File: config.mk
export PLATFORM = sky130hd
export DESIGN_NAME = pcm_top
export DESIGN_NICKNAME = d
export VERILOG_FILES = /design/src/verilog/pcm_pkg.sv /design/src/verilog/pcm_top.sv
export SDC_FILE = /design/constraint.sdc
export NUM_CORES = 1
export LEC_CHECK = 0
export BUFFER_PORTS_ARGS = -buffer_cell sky130_fd_sc_hd__buf_4
export CAP_MARGIN = 20
export CORE_ASPECT_RATIO = 0.75
export CORE_MARGIN = 4
export CORE_UTILIZATION = 35
export CTS_BUF_LIST = sky130_fd_sc_hd__clkbuf_8 sky130_fd_sc_hd__clkbuf_16
export DETAILED_ROUTE_END_ITERATION = 6
export SLEW_MARGIN = 0
export SYNTH_ARGS = -nofsm -noshare
export SYNTH_HDL_FRONTEND = slang
export SYNTH_SLANG_ARGS = --single-unit
File: constraint.sdc
create_clock -name clk -period 2.2 [get_ports clk]
set_input_delay 0.44 -clock clk [delete_from_list [all_inputs] [get_ports clk]]
set_output_delay 0.44 -clock clk [all_outputs]
set_load 0.05 [all_outputs]
File: src/verilog/pcm_pkg.sv
// Purpose: Constants for the power clock manager register block.
// Assumes: AXI4-Lite slave, 32-bit words, source clocks arrive as tick pulses.
// Notes: All offsets are byte addresses inside a 128-byte window.
//
// How it works
// - Three programmable outputs, set/clear by enable/disable writes, shown in status.
// - Programmable outputs stay off after reset until software enables them.
// - Each output picks main, slow or PLL clock; slow after reset.
// - Output equals source divided by 1,2,4,8,16,32 or 64; reset divides by 1.
// - Ready flag sets on an enabled output's first pulse after a setup write, or on an old-setting pulse in that write's own cycle.
// - A set ready flag with its interrupt enabled raises the interrupt line.
// - Source and divider fields are taken together in one register write.
// - Per-peripheral gates set/cleared by enable/disable writes, shown in status.
// - Every enabled peripheral clock is a gated copy of the master clock.
// - Active master prescaler adds at most 64 new-clock cycles to a switch.
// - PLL-to-main switch ends within 3 PLL, 4 slow and 1 main periods.
// - System clock status reads 0x01 after reset.
// - Writing one to bit 7 enables the USB port clock; zero changes nothing.
// - Programmable outputs 0, 1, 2 sit in bits 8, 9, 10.
// - Disabled peripheral clocks stop at once; all are off after reset.
// - No glitch guard on the output path; reconfigure while disabled.

package pcm_pkg;

  localparam int unsigned ADDR_W = 7;
  localparam int unsigned NUM_OUT = 3;

  // Register byte offsets
  localparam logic [6:0] OFS_SYS_EN = 7'h00;
  localparam logic [6:0] OFS_SYS_DIS = 7'h04;
  localparam logic [6:0] OFS_SYS_STATE = 7'h08;
  localparam logic [6:0] OFS_PER_EN = 7'h10;
  localparam logic [6:0] OFS_PER_DIS = 7'h14;
  localparam logic [6:0] OFS_PER_STATE = 7'h18;
  localparam logic [6:0] OFS_OSC_CTRL = 7'h20;
  localparam logic [6:0] OFS_FREQ_MEAS = 7'h24;
  localparam logic [6:0] OFS_PLL_SETUP = 7'h2C;
  localparam logic [6:0] OFS_MCK_SETUP = 7'h30;
  localparam logic [6:0] OFS_OUT0_SETUP = 7'h40;
  localparam logic [6:0] OFS_OUT1_SETUP = 7'h44;
  localparam logic [6:0] OFS_OUT2_SETUP = 7'h48;
  localparam logic [6:0] OFS_IRQ_SET = 7'h60;
  localparam logic [6:0] OFS_IRQ_CLR = 7'h64;
  localparam logic [6:0] OFS_FLAGS = 7'h68;
  localparam logic [6:0] OFS_IRQ_VIEW = 7'h6C;

  // System clock register bits
  localparam int unsigned SYS_PROC_BIT = 0;
  localparam int unsigned SYS_USB_BIT = 7;
  localparam int unsigned SYS_OUT_LSB = 8;

  // Setup register fields (master and programmable outputs alike)
  localparam int unsigned FLD_SRC_LSB = 0;
  localparam int unsigned FLD_DIV_LSB = 2;
  localparam int unsigned SETUP_W = 5;
  localparam logic [2:0] DIV_CODE_MAX = 3'h6;

  // Source select codes; code 2 is reserved and falls back to slow clock
  localparam logic [1:0] SRC_SLOW = 2'h0;
  localparam logic [1:0] SRC_MAIN = 2'h1;
  localparam logic [1:0] SRC_PLL = 2'h3;

  // Manager flag bits
  localparam int unsigned FLAG_MCK_RDY_BIT = 3;
  localparam int unsigned FLAG_OUT_LSB = 8;
  localparam logic [31:0] FLAG_MASK = 32'h0000_0708;

  // Reset values
  localparam logic [31:0] RST_ZERO = 32'h0000_0000;
  localparam logic [31:0] RST_PLL_SETUP = 32'h0000_3F00;
  localparam logic [4:0] RST_SETUP = 5'h00;

  // Master switch: slow clock edges waited while crossing sources
  localparam logic [1:0] SW_SLOW_TICKS = 2'h2;

  // AXI responses
  localparam logic [1:0] RESP_OKAY = 2'h0;
  localparam logic [1:0] RESP_SLVERR = 2'h2;

endpackage : pcm_pkg

File: src/verilog/pcm_top.sv
// Purpose: Clock gating and programmable clock outputs of a power manager.
// Assumes: Source clocks come as one-cycle tick pulses synchronous to clk.
// Notes: Every generated clock but the USB port clock (a level enable) leaves as a one-cycle enable pulse.
//
// Our own choice: the AXI4-Lite interface to the registers.

`timescale 1ns/100ps
`default_nettype none

module pcm_top #(
  parameter logic [31:0] PER_IMPL = 32'h0000_FFFC
) (
  input wire logic clk,
  input wire logic rst_n,
  input wire logic [pcm_pkg::ADDR_W-1:0] s_axi_awaddr,
  input wire logic s_axi_awvalid,
  output logic s_axi_awready,
  input wire logic [31:0] s_axi_wdata,
  input wire logic [3:0] s_axi_wstrb,
  input wire logic s_axi_wvalid,
  output logic s_axi_wready,
  output logic [1:0] s_axi_bresp,
  output logic s_axi_bvalid,
  input wire logic s_axi_bready,
  input wire logic [pcm_pkg::ADDR_W-1:0] s_axi_araddr,
  input wire logic s_axi_arvalid,
  output logic s_axi_arready,
  output logic [31:0] s_axi_rdata,
  output logic [1:0] s_axi_rresp,
  output logic s_axi_rvalid,
  input wire logic s_axi_rready,
  input wire logic slow_clock_tick,
  input wire logic main_clock_tick,
  input wire logic pll_clock_tick,
  output logic [2:0] prog_clock_output,
  output logic master_clock_tick,
  output logic proc_clock_tick,
  output logic usb_port_clock_on,
  output logic [31:0] periph_clock_tick,
  output logic irq
);

  typedef enum logic [4:0] {
    PCM_SW_IDLE = 5'b00001,
    PCM_SW_OLD = 5'b00010,
    PCM_SW_SLOW = 5'b00100,
    PCM_SW_NEW = 5'b01000,
    PCM_SW_DIVIDER_FIELD = 5'b10000
  } pcm_sw_e;

  typedef struct packed {
    logic aw_held;
    logic [pcm_pkg::ADDR_W-1:0] aw_addr;
    logic w_held;
    logic [31:0] w_data;
    logic [3:0] w_strb;
    logic awready;
    logic wready;
    logic bvalid;
    logic [1:0] bresp;
    logic arready;
    logic rvalid;
    logic [31:0] rdata;
    logic [1:0] rresp;
    logic proc_on;
    logic usb_on;
    logic [2:0] out_on;
    logic [31:0] per_on;
    logic [31:0] osc_ctrl;
    logic [31:0] pll_setup;
    logic [4:0] mck_setup;
    logic [2:0][4:0] out_setup;
    logic [31:0] irq_mask;
    logic [2:0][5:0] out_cnt;
    logic [2:0] out_rdy;
    logic [2:0] out_pulse;
    logic [1:0] mck_src;
    logic [2:0] mck_div;
    pcm_sw_e sw;
    logic [1:0] sw_slow;
    logic [5:0] mck_cnt;
    logic mck_rdy;
    logic mck_pulse;
    logic proc_pulse;
    logic [31:0] per_pulse;
    logic irq;
  } pcm_state_s;

  pcm_state_s s_ff;
  pcm_state_s nxt_s;

  // Tick of the selected source; the reserved code behaves as slow clock
  function automatic logic src_tick(input logic [1:0] sel, input logic slow,
                                    input logic main, input logic pll);
    return (sel == pcm_pkg::SRC_MAIN) ? main :
           (sel == pcm_pkg::SRC_PLL) ? pll : slow;
  endfunction

  // True when this source tick closes a period of 2**code ticks; code 7 counts as 6 (64 ticks)
  function automatic logic div_hit(input logic [5:0] cnt,
                                   input logic [2:0] code);
    logic [2:0] k;
    logic [6:0] span;
    logic [5:0] mask;
    k = (code > pcm_pkg::DIV_CODE_MAX) ? pcm_pkg::DIV_CODE_MAX : code;
    span = 7'h01 << k;
    mask = 6'(span - 7'h01);
    return (cnt & mask) == mask;
  endfunction

  // Byte-lane merge for read-write registers
  function automatic logic [31:0] merge(input logic [31:0] old,
                                        input logic [31:0] data,
                                        input logic [3:0] strb);
    logic [31:0] r;
    r = old;
    for (int b = 0; b < 4; b++) begin
      if (strb[b]) begin
        r[b*8 +: 8] = data[b*8 +: 8];
      end
    end
    return r;
  endfunction

  // Flag word built from the live ready bits
  function automatic logic [31:0] flags_of(input pcm_state_s st);
    logic [31:0] f;
    f = pcm_pkg::RST_ZERO;
    f[pcm_pkg::FLAG_MCK_RDY_BIT] = st.mck_rdy;
    f[pcm_pkg::FLAG_OUT_LSB +: pcm_pkg::NUM_OUT] = st.out_rdy;
    return f;
  endfunction

  // Register read decode; reserved bits read zero
  function automatic logic [32:0] read_reg(input pcm_state_s st,
                                           input logic [6:0] a);
    logic [31:0] d;
    logic err;
    d = pcm_pkg::RST_ZERO;
    err = 1'b0;
    unique case ({a[6:2], 2'b00})
      pcm_pkg::OFS_SYS_EN, pcm_pkg::OFS_SYS_DIS, pcm_pkg::OFS_PER_EN,
      pcm_pkg::OFS_PER_DIS, pcm_pkg::OFS_IRQ_SET,
      pcm_pkg::OFS_IRQ_CLR: d = pcm_pkg::RST_ZERO;
      pcm_pkg::OFS_SYS_STATE: begin
        d[pcm_pkg::SYS_PROC_BIT] = st.proc_on;
        d[pcm_pkg::SYS_USB_BIT] = st.usb_on;
        d[pcm_pkg::SYS_OUT_LSB +: pcm_pkg::NUM_OUT] = st.out_on;
      end
      pcm_pkg::OFS_PER_STATE: d = st.per_on;
      pcm_pkg::OFS_OSC_CTRL: d = st.osc_ctrl;
      pcm_pkg::OFS_FREQ_MEAS: d = pcm_pkg::RST_ZERO;
      pcm_pkg::OFS_PLL_SETUP: d = st.pll_setup;
      pcm_pkg::OFS_MCK_SETUP: d[4:0] = st.mck_setup;
      pcm_pkg::OFS_OUT0_SETUP: d[4:0] = st.out_setup[0];
      pcm_pkg::OFS_OUT1_SETUP: d[4:0] = st.out_setup[1];
      pcm_pkg::OFS_OUT2_SETUP: d[4:0] = st.out_setup[2];
      pcm_pkg::OFS_FLAGS: d = flags_of(st);
      pcm_pkg::OFS_IRQ_VIEW: d = st.irq_mask;
      default: err = 1'b1;
    endcase
    return {err, d};
  endfunction

  // Next state: bus slave, register writes, dividers and master switch
  always_comb begin
    logic [31:0] wm;
    logic [6:0] wa;
    logic wr_go;
    logic wr_err;
    logic [32:0] rd;
    logic [2:0] cfg_wr;
    logic [2:0] tick;
    logic [2:0] hit;
    logic mtick;
    logic mhit;
    logic done;
    logic [1:0] tgt_src;
    wm = pcm_pkg::RST_ZERO;
    wa = s_ff.aw_addr;
    wr_go = 1'b0;
    wr_err = 1'b0;
    rd = {1'b0, pcm_pkg::RST_ZERO};
    cfg_wr = 3'b000;
    tick = 3'b000;
    hit = 3'b000;
    mtick = 1'b0;
    mhit = 1'b0;
    done = 1'b0;
    tgt_src = s_ff.mck_setup[pcm_pkg::FLD_SRC_LSB +: 2];
    nxt_s = s_ff;

    // Write channel: address and data held independently, any order
    if (s_ff.bvalid && s_axi_bready) begin
      nxt_s.bvalid = 1'b0;
    end
    if (s_ff.awready && s_axi_awvalid) begin
      nxt_s.aw_held = 1'b1;
      nxt_s.aw_addr = s_axi_awaddr;
    end
    if (s_ff.wready && s_axi_wvalid) begin
      nxt_s.w_held = 1'b1;
      nxt_s.w_data = s_axi_wdata;
      nxt_s.w_strb = s_axi_wstrb;
    end
    // A write executes only once the previous response has gone
    if (s_ff.aw_held && s_ff.w_held && !s_ff.bvalid) begin
      wr_go = 1'b1;
      nxt_s.aw_held = 1'b0;
      nxt_s.w_held = 1'b0;
      nxt_s.bvalid = 1'b1;
      wm = merge(pcm_pkg::RST_ZERO, s_ff.w_data, s_ff.w_strb);
    end

    if (wr_go) begin
      unique case ({wa[6:2], 2'b00})
        pcm_pkg::OFS_SYS_EN: begin
          nxt_s.proc_on = s_ff.proc_on | wm[pcm_pkg::SYS_PROC_BIT];
          nxt_s.usb_on = s_ff.usb_on | wm[pcm_pkg::SYS_USB_BIT];
          nxt_s.out_on = s_ff.out_on |
                         wm[pcm_pkg::SYS_OUT_LSB +: pcm_pkg::NUM_OUT];
        end
        pcm_pkg::OFS_SYS_DIS: begin
          nxt_s.proc_on = s_ff.proc_on & ~wm[pcm_pkg::SYS_PROC_BIT];
          nxt_s.usb_on = s_ff.usb_on & ~wm[pcm_pkg::SYS_USB_BIT];
          nxt_s.out_on = s_ff.out_on &
                         ~wm[pcm_pkg::SYS_OUT_LSB +: pcm_pkg::NUM_OUT];
        end
        pcm_pkg::OFS_PER_EN: begin
          nxt_s.per_on = s_ff.per_on | (wm & PER_IMPL);
        end
        pcm_pkg::OFS_PER_DIS: begin
          nxt_s.per_on = s_ff.per_on & ~(wm & PER_IMPL);
        end
        pcm_pkg::OFS_OSC_CTRL: begin
          nxt_s.osc_ctrl = merge(s_ff.osc_ctrl, s_ff.w_data, s_ff.w_strb);
        end
        pcm_pkg::OFS_PLL_SETUP: begin
          nxt_s.pll_setup = merge(s_ff.pll_setup, s_ff.w_data,
                                  s_ff.w_strb);
        end
        pcm_pkg::OFS_MCK_SETUP: begin
          nxt_s.mck_setup = s_ff.w_strb[0] ? s_ff.w_data[4:0] :
                            s_ff.mck_setup;
        end
        pcm_pkg::OFS_OUT0_SETUP, pcm_pkg::OFS_OUT1_SETUP,
        pcm_pkg::OFS_OUT2_SETUP: begin
          // Source and divider land together in one write
          for (int i = 0; i < pcm_pkg::NUM_OUT; i++) begin
            if (wa[3:2] == 2'(i)) begin
              nxt_s.out_setup[i] = s_ff.w_strb[0] ? s_ff.w_data[4:0] :
                                   s_ff.out_setup[i];
              cfg_wr[i] = 1'b1;
            end
          end
        end
        pcm_pkg::OFS_IRQ_SET: begin
          nxt_s.irq_mask = s_ff.irq_mask | (wm & pcm_pkg::FLAG_MASK);
        end
        pcm_pkg::OFS_IRQ_CLR: begin
          nxt_s.irq_mask = s_ff.irq_mask & ~wm;
        end
        pcm_pkg::OFS_SYS_STATE, pcm_pkg::OFS_PER_STATE,
        pcm_pkg::OFS_FREQ_MEAS, pcm_pkg::OFS_FLAGS,
        pcm_pkg::OFS_IRQ_VIEW: wr_err = 1'b0; // Read-only, answered OKAY
        default: wr_err = 1'b1;
      endcase
      nxt_s.bresp = wr_err ? pcm_pkg::RESP_SLVERR : pcm_pkg::RESP_OKAY;
    end
    nxt_s.awready = !nxt_s.aw_held;
    nxt_s.wready = !nxt_s.w_held;

    // Read channel: one outstanding read, data one cycle after address
    if (s_ff.rvalid && s_axi_rready) begin
      nxt_s.rvalid = 1'b0;
    end
    if (s_ff.arready && s_axi_arvalid) begin
      rd = read_reg(s_ff, s_axi_araddr);
      nxt_s.rvalid = 1'b1;
      nxt_s.rdata = rd[31:0];
      nxt_s.rresp = rd[32] ? pcm_pkg::RESP_SLVERR : pcm_pkg::RESP_OKAY;
    end
    nxt_s.arready = !nxt_s.rvalid;

    // Programmable outputs; no glitch guard on a live reconfiguration
    for (int i = 0; i < pcm_pkg::NUM_OUT; i++) begin
      tick[i] = src_tick(s_ff.out_setup[i][pcm_pkg::FLD_SRC_LSB +: 2],
                         slow_clock_tick, main_clock_tick,
                         pll_clock_tick);
      hit[i] = s_ff.out_on[i] && tick[i] &&
               div_hit(s_ff.out_cnt[i],
                       s_ff.out_setup[i][pcm_pkg::FLD_DIV_LSB +: 3]);
      if (!nxt_s.out_on[i] || cfg_wr[i]) begin
        nxt_s.out_cnt[i] = 6'h00;
      end else if (tick[i]) begin
        nxt_s.out_cnt[i] = s_ff.out_cnt[i] + 6'h01;
      end
      nxt_s.out_pulse[i] = hit[i];
      // Set wins over disable or reconfiguration in the same cycle
      nxt_s.out_rdy[i] = hit[i] |
        (s_ff.out_rdy[i] & nxt_s.out_on[i] & ~cfg_wr[i]);
    end

    // Master clock divider on the current source
    mtick = src_tick(s_ff.mck_src, slow_clock_tick, main_clock_tick,
                     pll_clock_tick);
    mhit = mtick && div_hit(s_ff.mck_cnt, s_ff.mck_div);
    if (mtick) begin
      nxt_s.mck_cnt = s_ff.mck_cnt + 6'h01;
    end

    // Master switch: old edge, two slow edges, new edge, prescaler wrap
    unique case (s_ff.sw)
      PCM_SW_IDLE: begin
        if (s_ff.mck_setup != {s_ff.mck_div, s_ff.mck_src}) begin
          nxt_s.sw = PCM_SW_OLD;
        end
      end
      PCM_SW_OLD: begin
        if (mtick) begin
          nxt_s.sw = PCM_SW_SLOW;
          nxt_s.sw_slow = 2'h0;
        end
      end
      PCM_SW_SLOW: begin
        if (slow_clock_tick) begin
          nxt_s.sw_slow = s_ff.sw_slow + 2'h1;
          if (s_ff.sw_slow + 2'h1 == pcm_pkg::SW_SLOW_TICKS) begin
            nxt_s.sw = PCM_SW_NEW;
          end
        end
      end
      PCM_SW_NEW: begin
        if (src_tick(tgt_src, slow_clock_tick, main_clock_tick,
                     pll_clock_tick)) begin
          nxt_s.mck_src = tgt_src;
          nxt_s.mck_div = s_ff.mck_setup[pcm_pkg::FLD_DIV_LSB +: 3];
          nxt_s.mck_cnt = 6'h00;
          nxt_s.sw = PCM_SW_DIVIDER_FIELD;
        end
      end
      PCM_SW_DIVIDER_FIELD: begin
        if (s_ff.mck_div == 3'h0 || mhit) begin
          done = 1'b1;
          nxt_s.sw = PCM_SW_IDLE;
        end
      end
      default: nxt_s.sw = PCM_SW_IDLE;
    endcase
    nxt_s.mck_rdy = done | (s_ff.mck_rdy & (s_ff.sw == PCM_SW_IDLE) &
      (s_ff.mck_setup == {s_ff.mck_div, s_ff.mck_src}));

    // Gated copies of the master clock; a disable removes the next pulse
    nxt_s.mck_pulse = mhit;
    nxt_s.proc_pulse = mhit & nxt_s.proc_on;
    nxt_s.per_pulse = nxt_s.per_on & {32{mhit}};

    // Interrupt level from masked flags
    nxt_s.irq = |(flags_of(nxt_s) & nxt_s.irq_mask);
  end

  // State register; reset gives slow source, divide by one, all gates off but the processor clock
  always_ff @(posedge clk or negedge rst_n) begin
    if (!rst_n) begin
      s_ff <= '{
        awready: 1'b1,
        wready: 1'b1,
        arready: 1'b1,
        proc_on: 1'b1,
        pll_setup: pcm_pkg::RST_PLL_SETUP,
        mck_src: pcm_pkg::SRC_SLOW,
        sw: PCM_SW_IDLE,
        mck_rdy: 1'b1,
        // Gates, outputs, masks and setups clear: slow source, divide by 1
        default: '0
      };
    end else begin
      s_ff <= nxt_s;
    end
  end

  // Outputs straight from the state register
  assign s_axi_awready = s_ff.awready;
  assign s_axi_wready = s_ff.wready;
  assign s_axi_bvalid = s_ff.bvalid;
  assign s_axi_bresp = s_ff.bresp;
  assign s_axi_arready = s_ff.arready;
  assign s_axi_rvalid = s_ff.rvalid;
  assign s_axi_rdata = s_ff.rdata;
  assign s_axi_rresp = s_ff.rresp;
  assign prog_clock_output = s_ff.out_pulse;
  assign master_clock_tick = s_ff.mck_pulse;
  assign proc_clock_tick = s_ff.proc_pulse;
  assign usb_port_clock_on = s_ff.usb_on;
  assign periph_clock_tick = s_ff.per_pulse;
  assign irq = s_ff.irq;

endmodule // pcm_top

`default_nettype wire

## Yosys cells after proc, flatten, opt, wreduce, memory -nomap -nowiden

Cells that the tools add are included.

| cells by class | value |
|---|---|
| reductions and logical operators | 55 |
| equal/unequal tests | 62 |
| $add $sub $neg | 9 |
| shift operators | 4 |
| multiplexer cells | 86 |
| bitwise logic cells | 37 |
| magnitude comparators | 4 |

Operators with widths:

| operator | count |
|---|---|
| $mux W153 | 1 |
| $pmux W32 S2 | 2 |
| $mux W8 | 13 |
| $and A32 B32 Y32 | 3 |
| $mux W32 | 3 |
| $pmux W21 S4 | 1 |
| $eq A5 B5 Y1 const B | 15 |
| $mux W5 | 12 |
| $mux W6 | 9 |
| $eq A5 B4 Y1 const B | 9 |
| $mux W37 | 1 |
| $pmux W4 S9 | 1 |
| $eq A5 B3 Y1 const B | 7 |
| $mux W35 | 1 |
| $reduce_or A17 Y1 | 2 |
| $and A11 B32 Y32 | 1 |
| $not A16 Y32 | 1 |
| $not A32 Y32 | 1 |
| $or A32 B11 Y32 | 1 |
| $or A32 B16 Y32 | 1 |
| $reduce_or A32 Y1 | 1 |
| $reduce_and A3 Y1 | 10 |
| $mux W1 | 25 |
| $pmux W5 S5 | 1 |
| 40 further kinds | 135 |

| storage, ports and cells | value |
|---|---|
| output and inout port bits | 80 |
| bits in registers | 317 |
| logic and storage cells | 302 |

## Depth between registers and ports, before layout

Gate-level depths: netlist of run 1.

| logic depth | value |
|---|---|
| depth in word-level cells | 13 |
| gate-level depth with buffers | 8 |

## Least setup slack after synthesis of run 1

No wires, ideal clock.

| timing | value |
|---|---|
| path type | register -> register |
| start point | register s_ff, in the netlist s_axi_bvalid |
| end point | register s_ff, in the netlist irq |
| clock period less this slack | 2.048 ns |
| path slack | 0.152 ns |
| cell stages (with the launch flop) | 7 |
| arrival time | 1.915 ns |
| required time | 2.067 ns |
| path through | dfrtp_1 -> nand3b_4 -> or4_4 -> o221ai_4 -> o21bai_2 -> a22oi_2 -> o211ai_1 |

RTL lines:

| what | RTL line | RTL |
|---|---|---|
| from (decl) | pcm_top.sv:89 | `pcm_state_s s_ff;` |
| from (signal assigned) | pcm_top.sv:365 | `s_ff <= '{` |
| from (signal assigned) | pcm_top.sv:378 | `s_ff <= nxt_s;` |

==> results.ini, run 1 <==
[placed_design]
postPlaceCellArea_um2=13900
gp_routability_congestion=0.823
pre_cts_setup_slack_ns=0.0533
port_buffers=115
dpl.hpwl_um=23100

[cts]
cts.sink_count=277
number_of_h_tree_levels=1
clock_tree.root_cell=clkbuf_16
clk-insertion-delay-late_ns=0.57
post-cts-setup-buffer-count=0
max-clock-path-buffers=3
clk_pin_slew_ns=0.07
numCtsBuffers=29
tritoncts_clock_tree=done

[timing]
final_min_period_over_clock_period_pct=94.4
max_clock_freq_mhz=482
post-route-min-period_ns=2.08
rsz0062_at_grt=no
worst_pin_slew_ns=0.786
max_slew_headroom_pct=47.4
skew_ns=0.0193
setup_violations=0
totalNegativeSetupSlack_ns=0
total_count_of_max_transition_violations_in_the_final_report=0
fin_ws_ns=0.124
final_hold_viol_count=0

[die]
die_area_um2=39200
die_w_um=227
start_util_pct=35.9
fp.coreArea_um2=35100
die_y_um=172
row_count=59
ioPinCount=140

[yosys]
number_of_different_library_cells_in_the_post_synthesis_netlist=76
synth_top_cell_area_share_pct=52.6
synth_seq_area_share_pct=55.1
ys_seq_elements=277
synth_top_cells_by_area=dfrtp_1, mux2_2, buf_4
synth_area_um2=12600
synth-async-reset-ratio_pct=100
yosysWarnings=0
synthesis.area_per_instance_um2=11.9
synth-main-ff-cell=dfrtp_1
count_of_flip_flops_with_a_built_in_enable_after_synthesis=0
synth_largest_area_cell=dfrtp_1
synthCells=1056

[setup_path]
critical_path.startpoint_type=flop
cp.arrival_ns=2.51
timing_worst_setup_path_type=reg2reg
cp.required_ns=2.64
cp-end-kind=flop
worst-path-max-fanout=8

[routing]
detail_route.iter0.violations=626
detailroute.via_count=8540
wl_per_cell_um=19.6
ant_nets=0
finalWirelength_um=32200
route.detailed.drc=0
post_drt_via_cell_ratio=5.20
number_of_optimization_iterations_in_the_first_detailed_route_pass=5

[layout]
area_growth_pct=18.9
final_cell_area_um2=15000
proportion_of_layout_cells_with_a_drive_suffix_above_1_pct=32.7
layout.nets=1228
num_antenna_cells=0

[global_routing]
grt_pass1_wl_um=50700
global_route.usage.met2_pct=22.8
grt_pass1_vias=8603
grt.busiest_layer=met1
grt_usage_pct=16.4
groute.layer.met1.usage_pct=26.3
overflow=0
antenna_violations_before_repair=0
met3_usage_pct=3.34
pin_count_of_the_biggest_net_entering_global_routing=59

[power_and_ir_drop]
total_leakage_power_nw=6.85
power.ir.vdd_worst_v=0.000590
pd_cells_nw_per_um2=1170

[run_status]
run_status=finished clean

[worst_hold_path]
min_path_type=in2reg

[flow_run]
max_cap_violations=0

[final cells by class]
cell class	instances	area, um^2
Clock buffer	36	822
Fill cell	3300	20100
Sequential cell	277	6950
Inverter	20	75.1
Multi-Input combinational cell	661	4940
Clock inverter	17	238
Tap cell	457	572
Timing Repair Buffer	174	1400
[state kept, by name, summed over array words and instances (netlist names)]
register           cells
irq                    1
proc_clock_tick        1
s_axi_rresp            1
s_axi_arready          1
s_axi_rvalid           1
s_axi_bresp            1
s_axi_wready           1
s_ff                 217
s_axi_bvalid           1
s_axi_rdata           32
prog_clock_output      3
periph_clock_tick     14
s_axi_awready          1
master_clock_tick      1
usb_port_clock_on      1
[report_power, final]
| group | total (mW) | internal (mW) | switching (mW) | leakage (nW) |
|---|---|---|---|---|
| clock network | 5.37 | 3.33 | 2.04 | 0.541 |
| logic | 4.35 | 1.98 | 2.37 | 2.64 |
| registers | 7.85 | 6.48 | 1.36 | 3.67 |
[critical path, stage by stage (launching register included)]
cell and delay (ns):
dfrtp_1 0.46, buf_4 0.19, nor4_4 0.32, nand4_1 0.16, mux2_4 0.34, a31o_1 0.24
a22oi_2 0.13, o211ai_1 0.12
[layout by cell type, fill, tap and decap left out, types with 9 or more instances in the layout]
| master | netlist | layout |
|---|---|---|
| and2_1 | 10 | 9 |
| mux2i_1 | 12 | 12 |
| dfrtp_1 | 265 | 265 |
| a22o_1 | 18 | 18 |
| clkbuf_16 | 0 | 29 |
| conb_1 | 1 | 20 |
| nand3_1 | 16 | 16 |
| buf_4 | 74 | 165 |
| a221oi_1 | 13 | 13 |
| and3_1 | 9 | 9 |
| o21ai_1 | 26 | 27 |
| inv_1 | 20 | 26 |
| a21boi_0 | 26 | 26 |
| mux2_2 | 123 | 123 |
| a222oi_1 | 19 | 19 |
| nand2b_1 | 14 | 14 |
| nand2_1 | 77 | 77 |
| a21oi_1 | 10 | 10 |
| nor3_1 | 12 | 12 |
| dfstp_2 | 12 | 12 |
| xnor2_1 | 10 | 10 |
| xor2_1 | 16 | 16 |
| mux2_1 | 12 | 12 |
| o21ai_0 | 45 | 44 |
| a22oi_1 | 13 | 13 |
| nor2_1 | 49 | 47 |
| nor2b_1 | 16 | 16 |
[layer usage]
layer	part of all wire, %	routed length [um]
met5	0	0
met4	1.6	526
met3	5.3	1700
met2	41	13100
met1	52	16800
[cell usage after synthesis, drive strengths merged (9+ instances only)]
master and n:
nand2b 14, nand3 16, dfstp 12, a22oi 14
and3 9, buf 98, mux2 137, mux2i 13
xnor2 10, nor3 14, a21boi 26, dfrtp 265
and2 10, a21oi 12, a22o 18, o21ai 71
inv 20, a221oi 13, xor2 16, a222oi 19
nor2b 16, nand2 78, nor2 54, clkbuf 19
[final timing paths]
kind | slack (ns) | startpoint | end | cells past startpoint
worst max-delay path | 0.12 | s_ff[312] | irq | 7
worst min-delay path | 0.07 | s_axi_bready | s_axi_bvalid | 2
worst max register to register | 0.12 | s_ff[312] | irq | 7
worst min register to register | 0.49 | s_axi_rresp[1] | s_axi_rresp[1] | 2
max in group asynchronous | 1.10 | rst_n | s_ff[35] | 3
min in group asynchronous | 0.38 | rst_n | master_clock_tick | 2
[timing repair]
item,CTS,global route
endpoints found under the setup margin,0,6
endpoints found under the hold margin,39,0
hold buffers,1,0
gates resized for setup,0,4
[metrics by stage]
stage	utilization, %	std cells	hold slack [ns]	total power, mW
after detailed placement	39.6	1588	0.368	12.2
after global placement	39.6	1588	0.371	12.1
after CTS	42.6	1642	0.0433	17.7
after global routing	42.7	1642	0.0639	18.5
final	42.7	1642	0.0663	17.6
after floorplan	-	1075	0.144	10.7
[kinds of logic (layout without fill, tap and decap cells)]
| logic type | Yosys count | after routing | synth area share [%] |
|---|---|---|---|
| flops | 277 | 277 | 55.1 |
| other cells | 1 | 20 | 0.0297 |
| xor+xnor | 26 | 26 | 1.81 |
| fa+ha+maj | 5 | 5 | 0.496 |
| compound gates | 215 | 215 | 12.3 |
| mux | 150 | 150 | 13.4 |
| simple gates | 245 | 245 | 10.3 |
| buf+inv | 137 | 247 | 6.55 |
(Power assumes the default switching activity.)
==> inputs of run 2 (changes only) <==
- PLACE_DENSITY: unset -> 0.63
==> run 2 against run 1 <==
  * Hold slack gained 0.036 ns
  * Clock skew shrank 0.011 ns
  * Final cell count is essentially flat
  * Largest power group unchanged
==> results.ini, run 2 (synthesis results as in run 1) <==
[run_status]
run_status=finished clean

[layout]
num_antenna_cells=0  ; unchanged
mostFrequentLayoutCell=dfrtp_1
fillerInstances=3302  ; +0.061%
layout_common_cells=dfrtp_1, buf_4, mux2_2
largest_register_ffs=217  ; unchanged
top_register=s_ff
proportion_of_layout_cells_with_a_drive_suffix_above_1_pct=32.6  ; -0.14 points
area_growth_pct=17.6
layout.nets=1228  ; unchanged

[routing]
detailroute.via_count=8564  ; +0.28%
number_of_optimization_iterations_in_the_first_detailed_route_pass=5  ; unchanged
ant_nets=0  ; unchanged
post_drt_via_cell_ratio=5.22  ; +0.34%
finalWirelength_um=32000  ; -0.66%
route.detailed.drc=0  ; unchanged
detail_route.iter0.violations=798  ; +27%
wl_per_cell_um=19.5  ; -0.59%

[setup_path]
worst-path-max-fanout=6  ; -2
cp-end-kind=flop
worstSetupStartpoint=s_ff[316]
timing_worst_setup_path_type=reg2reg
cp.required_ns=2.62  ; -0.02 ns
cp.arrival_ns=2.51  ; about the same
critical_path.startpoint_type=flop
r2r_start=s_ff[316]

[timing]
max_slew_headroom_pct=54.0  ; +6.6 points
totalNegativeSetupSlack_ns=0  ; unchanged
rsz0062_at_grt=no
max_clock_freq_mhz=477  ; -0.91%
skew_ns=0.00841  ; -0.0109 ns
post-route-min-period_ns=2.10  ; +0.0191 ns
final_hold_viol_count=0  ; unchanged
fin_ws_ns=0.105  ; -0.0191 ns
final_min_period_over_clock_period_pct=95.2  ; +0.87 points
worst_pin_slew_ns=0.688  ; -0.0984 ns
setup_violations=0  ; unchanged
total_count_of_max_transition_violations_in_the_final_report=0  ; unchanged

[placed_design]
dpl.hpwl_um=23200  ; +0.49%
gp_routability_congestion=0.856  ; +4.0%
port_buffers=115  ; unchanged
pre_cts_setup_slack_ns=0.0585  ; +0.00512 ns

[global_routing]
grt_pass1_vias=8392  ; -2.5%
overflow=0  ; unchanged
grt_usage_pct=16.2  ; -0.18 points
grt_pass1_wl_um=50000  ; -1.4%
antenna_violations_before_repair=0  ; unchanged
pin_count_of_the_biggest_net_entering_global_routing=63  ; +6.8%

[die]
die_y_um=172  ; unchanged
row_count=59  ; unchanged
ioPinCount=140  ; unchanged
fp.coreArea_um2=35100  ; unchanged
die_w_um=227  ; unchanged
die_area_um2=39200  ; unchanged
start_util_pct=35.9  ; unchanged

[cts]
clk-insertion-delay-late_ns=0.54  ; -0.03 ns
max-clock-path-buffers=3  ; unchanged
number_of_h_tree_levels=1  ; unchanged
clk_pin_slew_ns=0.06  ; about the same
cts.sink_count=277  ; unchanged
tritoncts_clock_tree=done
numCtsBuffers=28  ; -3.4%
clock_tree.root_cell=clkbuf_16

[power_and_ir_drop]
pd_cells_nw_per_um2=1120  ; -3.9%
power.ir.vdd_worst_v=0.000562  ; -4.9%
total_leakage_power_nw=6.78  ; -1.1%

[worst_hold_path]
min_path_type=in2reg
worst_hold_startpoint=s_axi_bready

[flow_run]
max_cap_violations=0  ; unchanged

-- run 2: cell type report --
class | count | area, um^2 | share of cell area, %
clock inverters | 15 | 71.3 | 0.481
clock buffers | 36 | 822 | 5.54
repair buffers | 175 | 1400 | 9.43
flip-flops and latches | 277 | 6950 | 46.8
well taps | 457 | 572 | 3.85
multi-input cells | 661 | 4950 | 33.4
inverters | 20 | 75.1 | 0.506
-- run 2: worst max-delay path, cell delays in order (launching register included) --
cell and delay, ns:
dfrtp_1 0.47, and3b_1 0.41, nand2_4 0.17, or3_1 0.55, mux2_1 0.36
-- run 2: per-stage QoR --
| step | cell area [um^2] | cells | hold WS (ns) | total power [mW] | util, % |
|---|---|---|---|---|---|
| detailed placement | 13900 | 1589 | 0.381 | 12.2 | 39.6 |
| finish | 14800 | 1641 | 0.102 | 16.7 | 42.2 |
| global route | 14800 | 1641 | 0.0749 | 17.6 | 42.2 |
| global placement | 13900 | 1589 | 0.381 | 12.0 | 39.6 |
| CTS | 14800 | 1641 | 0.0774 | 16.8 | 42.2 |
| floorplan | 12700 | 1075 | 0.144 | 10.7 | - |
-- run 2: power breakdown --
group | switching (mW) | total [mW] | internal [mW]
combinational | 2.37 | 4.30 | 1.94
sequential | 1.35 | 7.84 | 6.49
clock | 1.94 | 4.55 | 2.61
-- run 2: routing by layer --
metal  vias up  wire, um  global-route usage (%)  share of wire [%]
li1       3941         -                       -                  -
met1      4348     16100                    26.0                 50
met2       239     13500                    22.9                 42
met3        36      1960                    3.07                6.1
met4         0       445                    2.92                1.4
met5         -         0                       0                  0
-- run 2: what timing repair did --
action	CTS	global route
hold endpoints to repair	39	0
endpoints found under the setup margin	0	10
hold buffers	1	0
setup buffers	0	0
gates resized for setup	0	5
-- run 2: worst paths after layout --
kind,endpoint,slack (ns),depth (start not counted)
max reg2reg,s_ff[127],0.10,4
min in group asynchronous,master_clock_tick,0.41,2
max in group asynchronous,s_ff[143],1.07,3
min,s_axi_bvalid,0.10,2
max,s_ff[127],0.10,4
min reg2reg,s_axi_rdata[21],0.48,2
==> inputs of run 3 (changes only) <==
- clock period: 2.2 -> 2.5 ns (I/O delays scaled with it)
==> run 3 against run 2 <==
  * Critical path depth rose by 2
  * Largest cell class unchanged
  * Register-to-register slack improved by 0.08 ns
  * Utilization decreased by 0.13 points
  * Setup slack better by 0.084 ns
  * Critical endpoint is now s_ff[169]
  * Non-clock buffer count decreased by 16
  * Critical path type unchanged
==> results.ini, run 3 (synthesis results as in run 1) <==
[layout]
fillerInstances=3283  ; -0.58%
final_cell_area_um2=14800  ; -0.31%
post_layout_nonfiller_instances=1626  ; -0.91%
proportion_of_layout_cells_with_a_drive_suffix_above_1_pct=31.9  ; -0.69 points
largest_register_ffs=217  ; unchanged
top_register=s_ff
end_of_flow_core_utilization_pct=42.1  ; -0.13 points
total_area_of_multi_input_combinational_cells_um2=4930  ; -0.45%
layout.nets=1213  ; -1.2%
num_antenna_cells=0  ; unchanged
mostFrequentLayoutCell=dfrtp_1
layout_common_cells=dfrtp_1, buf_4, mux2_2
regArea_um2=6950  ; unchanged
area_growth_pct=17.2

[setup_path]
timing_worst_setup_path_type=reg2reg
critPathSlowestCell=nand3_1
critical_path.startpoint_type=flop
cp.arrival_ns=2.74  ; +0.23 ns
path_cells=buf_4, inv_1, nand2_1, nor4_2, nand3_1, mux2_2
crit_path_max_incr_delay_ns=0.56  ; about the same
cp.required_ns=2.93  ; +0.31 ns
cp-end-kind=flop
worst-path-max-fanout=8  ; +2

[timing]
rsz0062_at_grt=no
setup_violations=0  ; unchanged
max_clock_freq_mhz=433  ; -9.3%
total_count_of_max_transition_violations_in_the_final_report=0  ; unchanged
final_hold_viol_count=0  ; unchanged
skew_ns=0.0259  ; +0.0175 ns
worst_pin_slew_ns=0.755  ; +0.0668 ns
totalNegativeSetupSlack_ns=0  ; unchanged
post-route-min-period_ns=2.31  ; +0.216 ns
final_min_period_over_clock_period_pct=92.5  ; -2.8 points
max_slew_headroom_pct=49.6  ; -4.4 points

[cts]
post-cts-setup-buffer-count=0  ; unchanged
tritoncts_clock_tree=done
postCtsResizedCells=0  ; unchanged
max-clock-path-buffers=3  ; unchanged
clock_tree.root_cell=clkbuf_16
cts.sink_count=277  ; unchanged
clk-insertion-delay-late_ns=0.57  ; +0.03 ns
number_of_h_tree_levels=1  ; unchanged
hold_buffers=1  ; unchanged
clk_pin_slew_ns=0.06  ; about the same
numCtsBuffers=29  ; +3.6%

[routing]
detailroute.via_count=8545  ; -0.22%
post_drt_via_cell_ratio=5.26  ; +0.70%
detail_route.iter0.violations=951  ; +19%
number_of_optimization_iterations_in_the_first_detailed_route_pass=6  ; +1
ant_nets=0  ; unchanged
wl_per_cell_um=19.8  ; +1.6%
route.detailed.drc=0  ; unchanged
finalWirelength_um=32200  ; +0.65%

[global_routing]
overflow=0  ; unchanged
pin_count_of_the_biggest_net_entering_global_routing=64  ; +1.6%
grt_pass1_wl_um=50000  ; about the same
grt_pass1_vias=8482  ; +1.1%
grt_usage_pct=16.2  ; +0.020 points
antenna_violations_before_repair=0  ; unchanged

[power_and_ir_drop]
pd_cells_nw_per_um2=1020  ; -9.2%
total_leakage_power_nw=6.72  ; -0.89%
power.ir.vdd_worst_v=0.000533  ; -5.0%
p_total_mw=15.1  ; -9.5%

[die]
fp.coreArea_um2=35100  ; unchanged
start_util_pct=35.9  ; unchanged
die_area_um2=39200  ; unchanged
die_w_um=227  ; unchanged
die_y_um=172  ; unchanged
ioPinCount=140  ; unchanged
row_count=59  ; unchanged

[flow_run]
max_cap_violations=0  ; unchanged

[placed_design]
dpl.hpwl_um=23000  ; -0.62%
placed_cells_incl_taps=1573  ; -1.0%
gp_routability_congestion=0.860  ; +0.55%
port_buffers=115  ; unchanged
postPlaceCellArea_um2=13800  ; -0.95%

[run_status]
run_status=finished clean

[worst_hold_path]
min_path_type=in2reg

## run 3: changes by cell type in the layout (fill, tap and decap cells not counted), moves of 2 or more
cell        change
clkinv_4        +2
bufinv_16       +4
buf_4          -15
clkbuf_8        -2
inv_1           -4
clkinv_2        -2
clkinvlp_4      +2
## run 3: final timing paths
| check | from | to | slack, ns | cells after the start |
|---|---|---|---|---|
| min in group asynchronous | rst_n | s_ff[128] | 0.43 | 2 |
| max in group asynchronous | rst_n | s_ff[142] | 1.33 | 3 |
| max | s_ff[311] | s_ff[169] | 0.19 | 6 |
| min reg2reg | s_axi_rdata[20] | s_axi_rdata[20] | 0.49 | 2 |
| min | s_axi_bready | s_axi_bvalid | 0.14 | 2 |
| max reg2reg | s_ff[311] | s_ff[169] | 0.19 | 6 |
## run 3: metrics by stage
step	setup WS [ns]	hold WS, ns
after CTS	0.179	0.106
after detailed placement	0.218	0.404
final	0.188	0.136
after floorplan	0.452	0.204
after global routing	0.0838	0.126
after global placement	0.234	0.400
## run 3: layout make-up
class | instances | share of cell area (%)
repair buffers | 159 | 8.56
clock buffers | 34 | 5.37
clock inverters | 18 | 1.40
well taps | 457 | 3.87
flip-flops and latches | 277 | 47.0
inverters | 20 | 0.508
multi-input cells | 661 | 33.3
## run 3: critical path, delay by kind of cell, from the launching register on
family | cells | cell delay (ns)
flops | 1 | 0.37
mux | 1 | 0.45
simple gates | 3 | 1.11
buf+inv | 2 | 0.23
## run 3: report_power, final
| group | internal, mW | switching, mW |
|---|---|---|
| logic | 1.65 | 2.02 |
| clock network | 2.68 | 1.82 |
| registers | 5.71 | 1.23 |
## run 3: per-layer routing
| metal | track usage [%] | part of all wire, % | vias up |
|---|---|---|---|
| li1 | - | - | 3901 |
| met1 | 25.4 | 49 | 4346 |
| met2 | 22.9 | 43 | 256 |
| met3 | 3.85 | 7.1 | 40 |
| met4 | 3.05 | 1.5 | 2 |
| met5 | 0.993 | 0.15 | - |
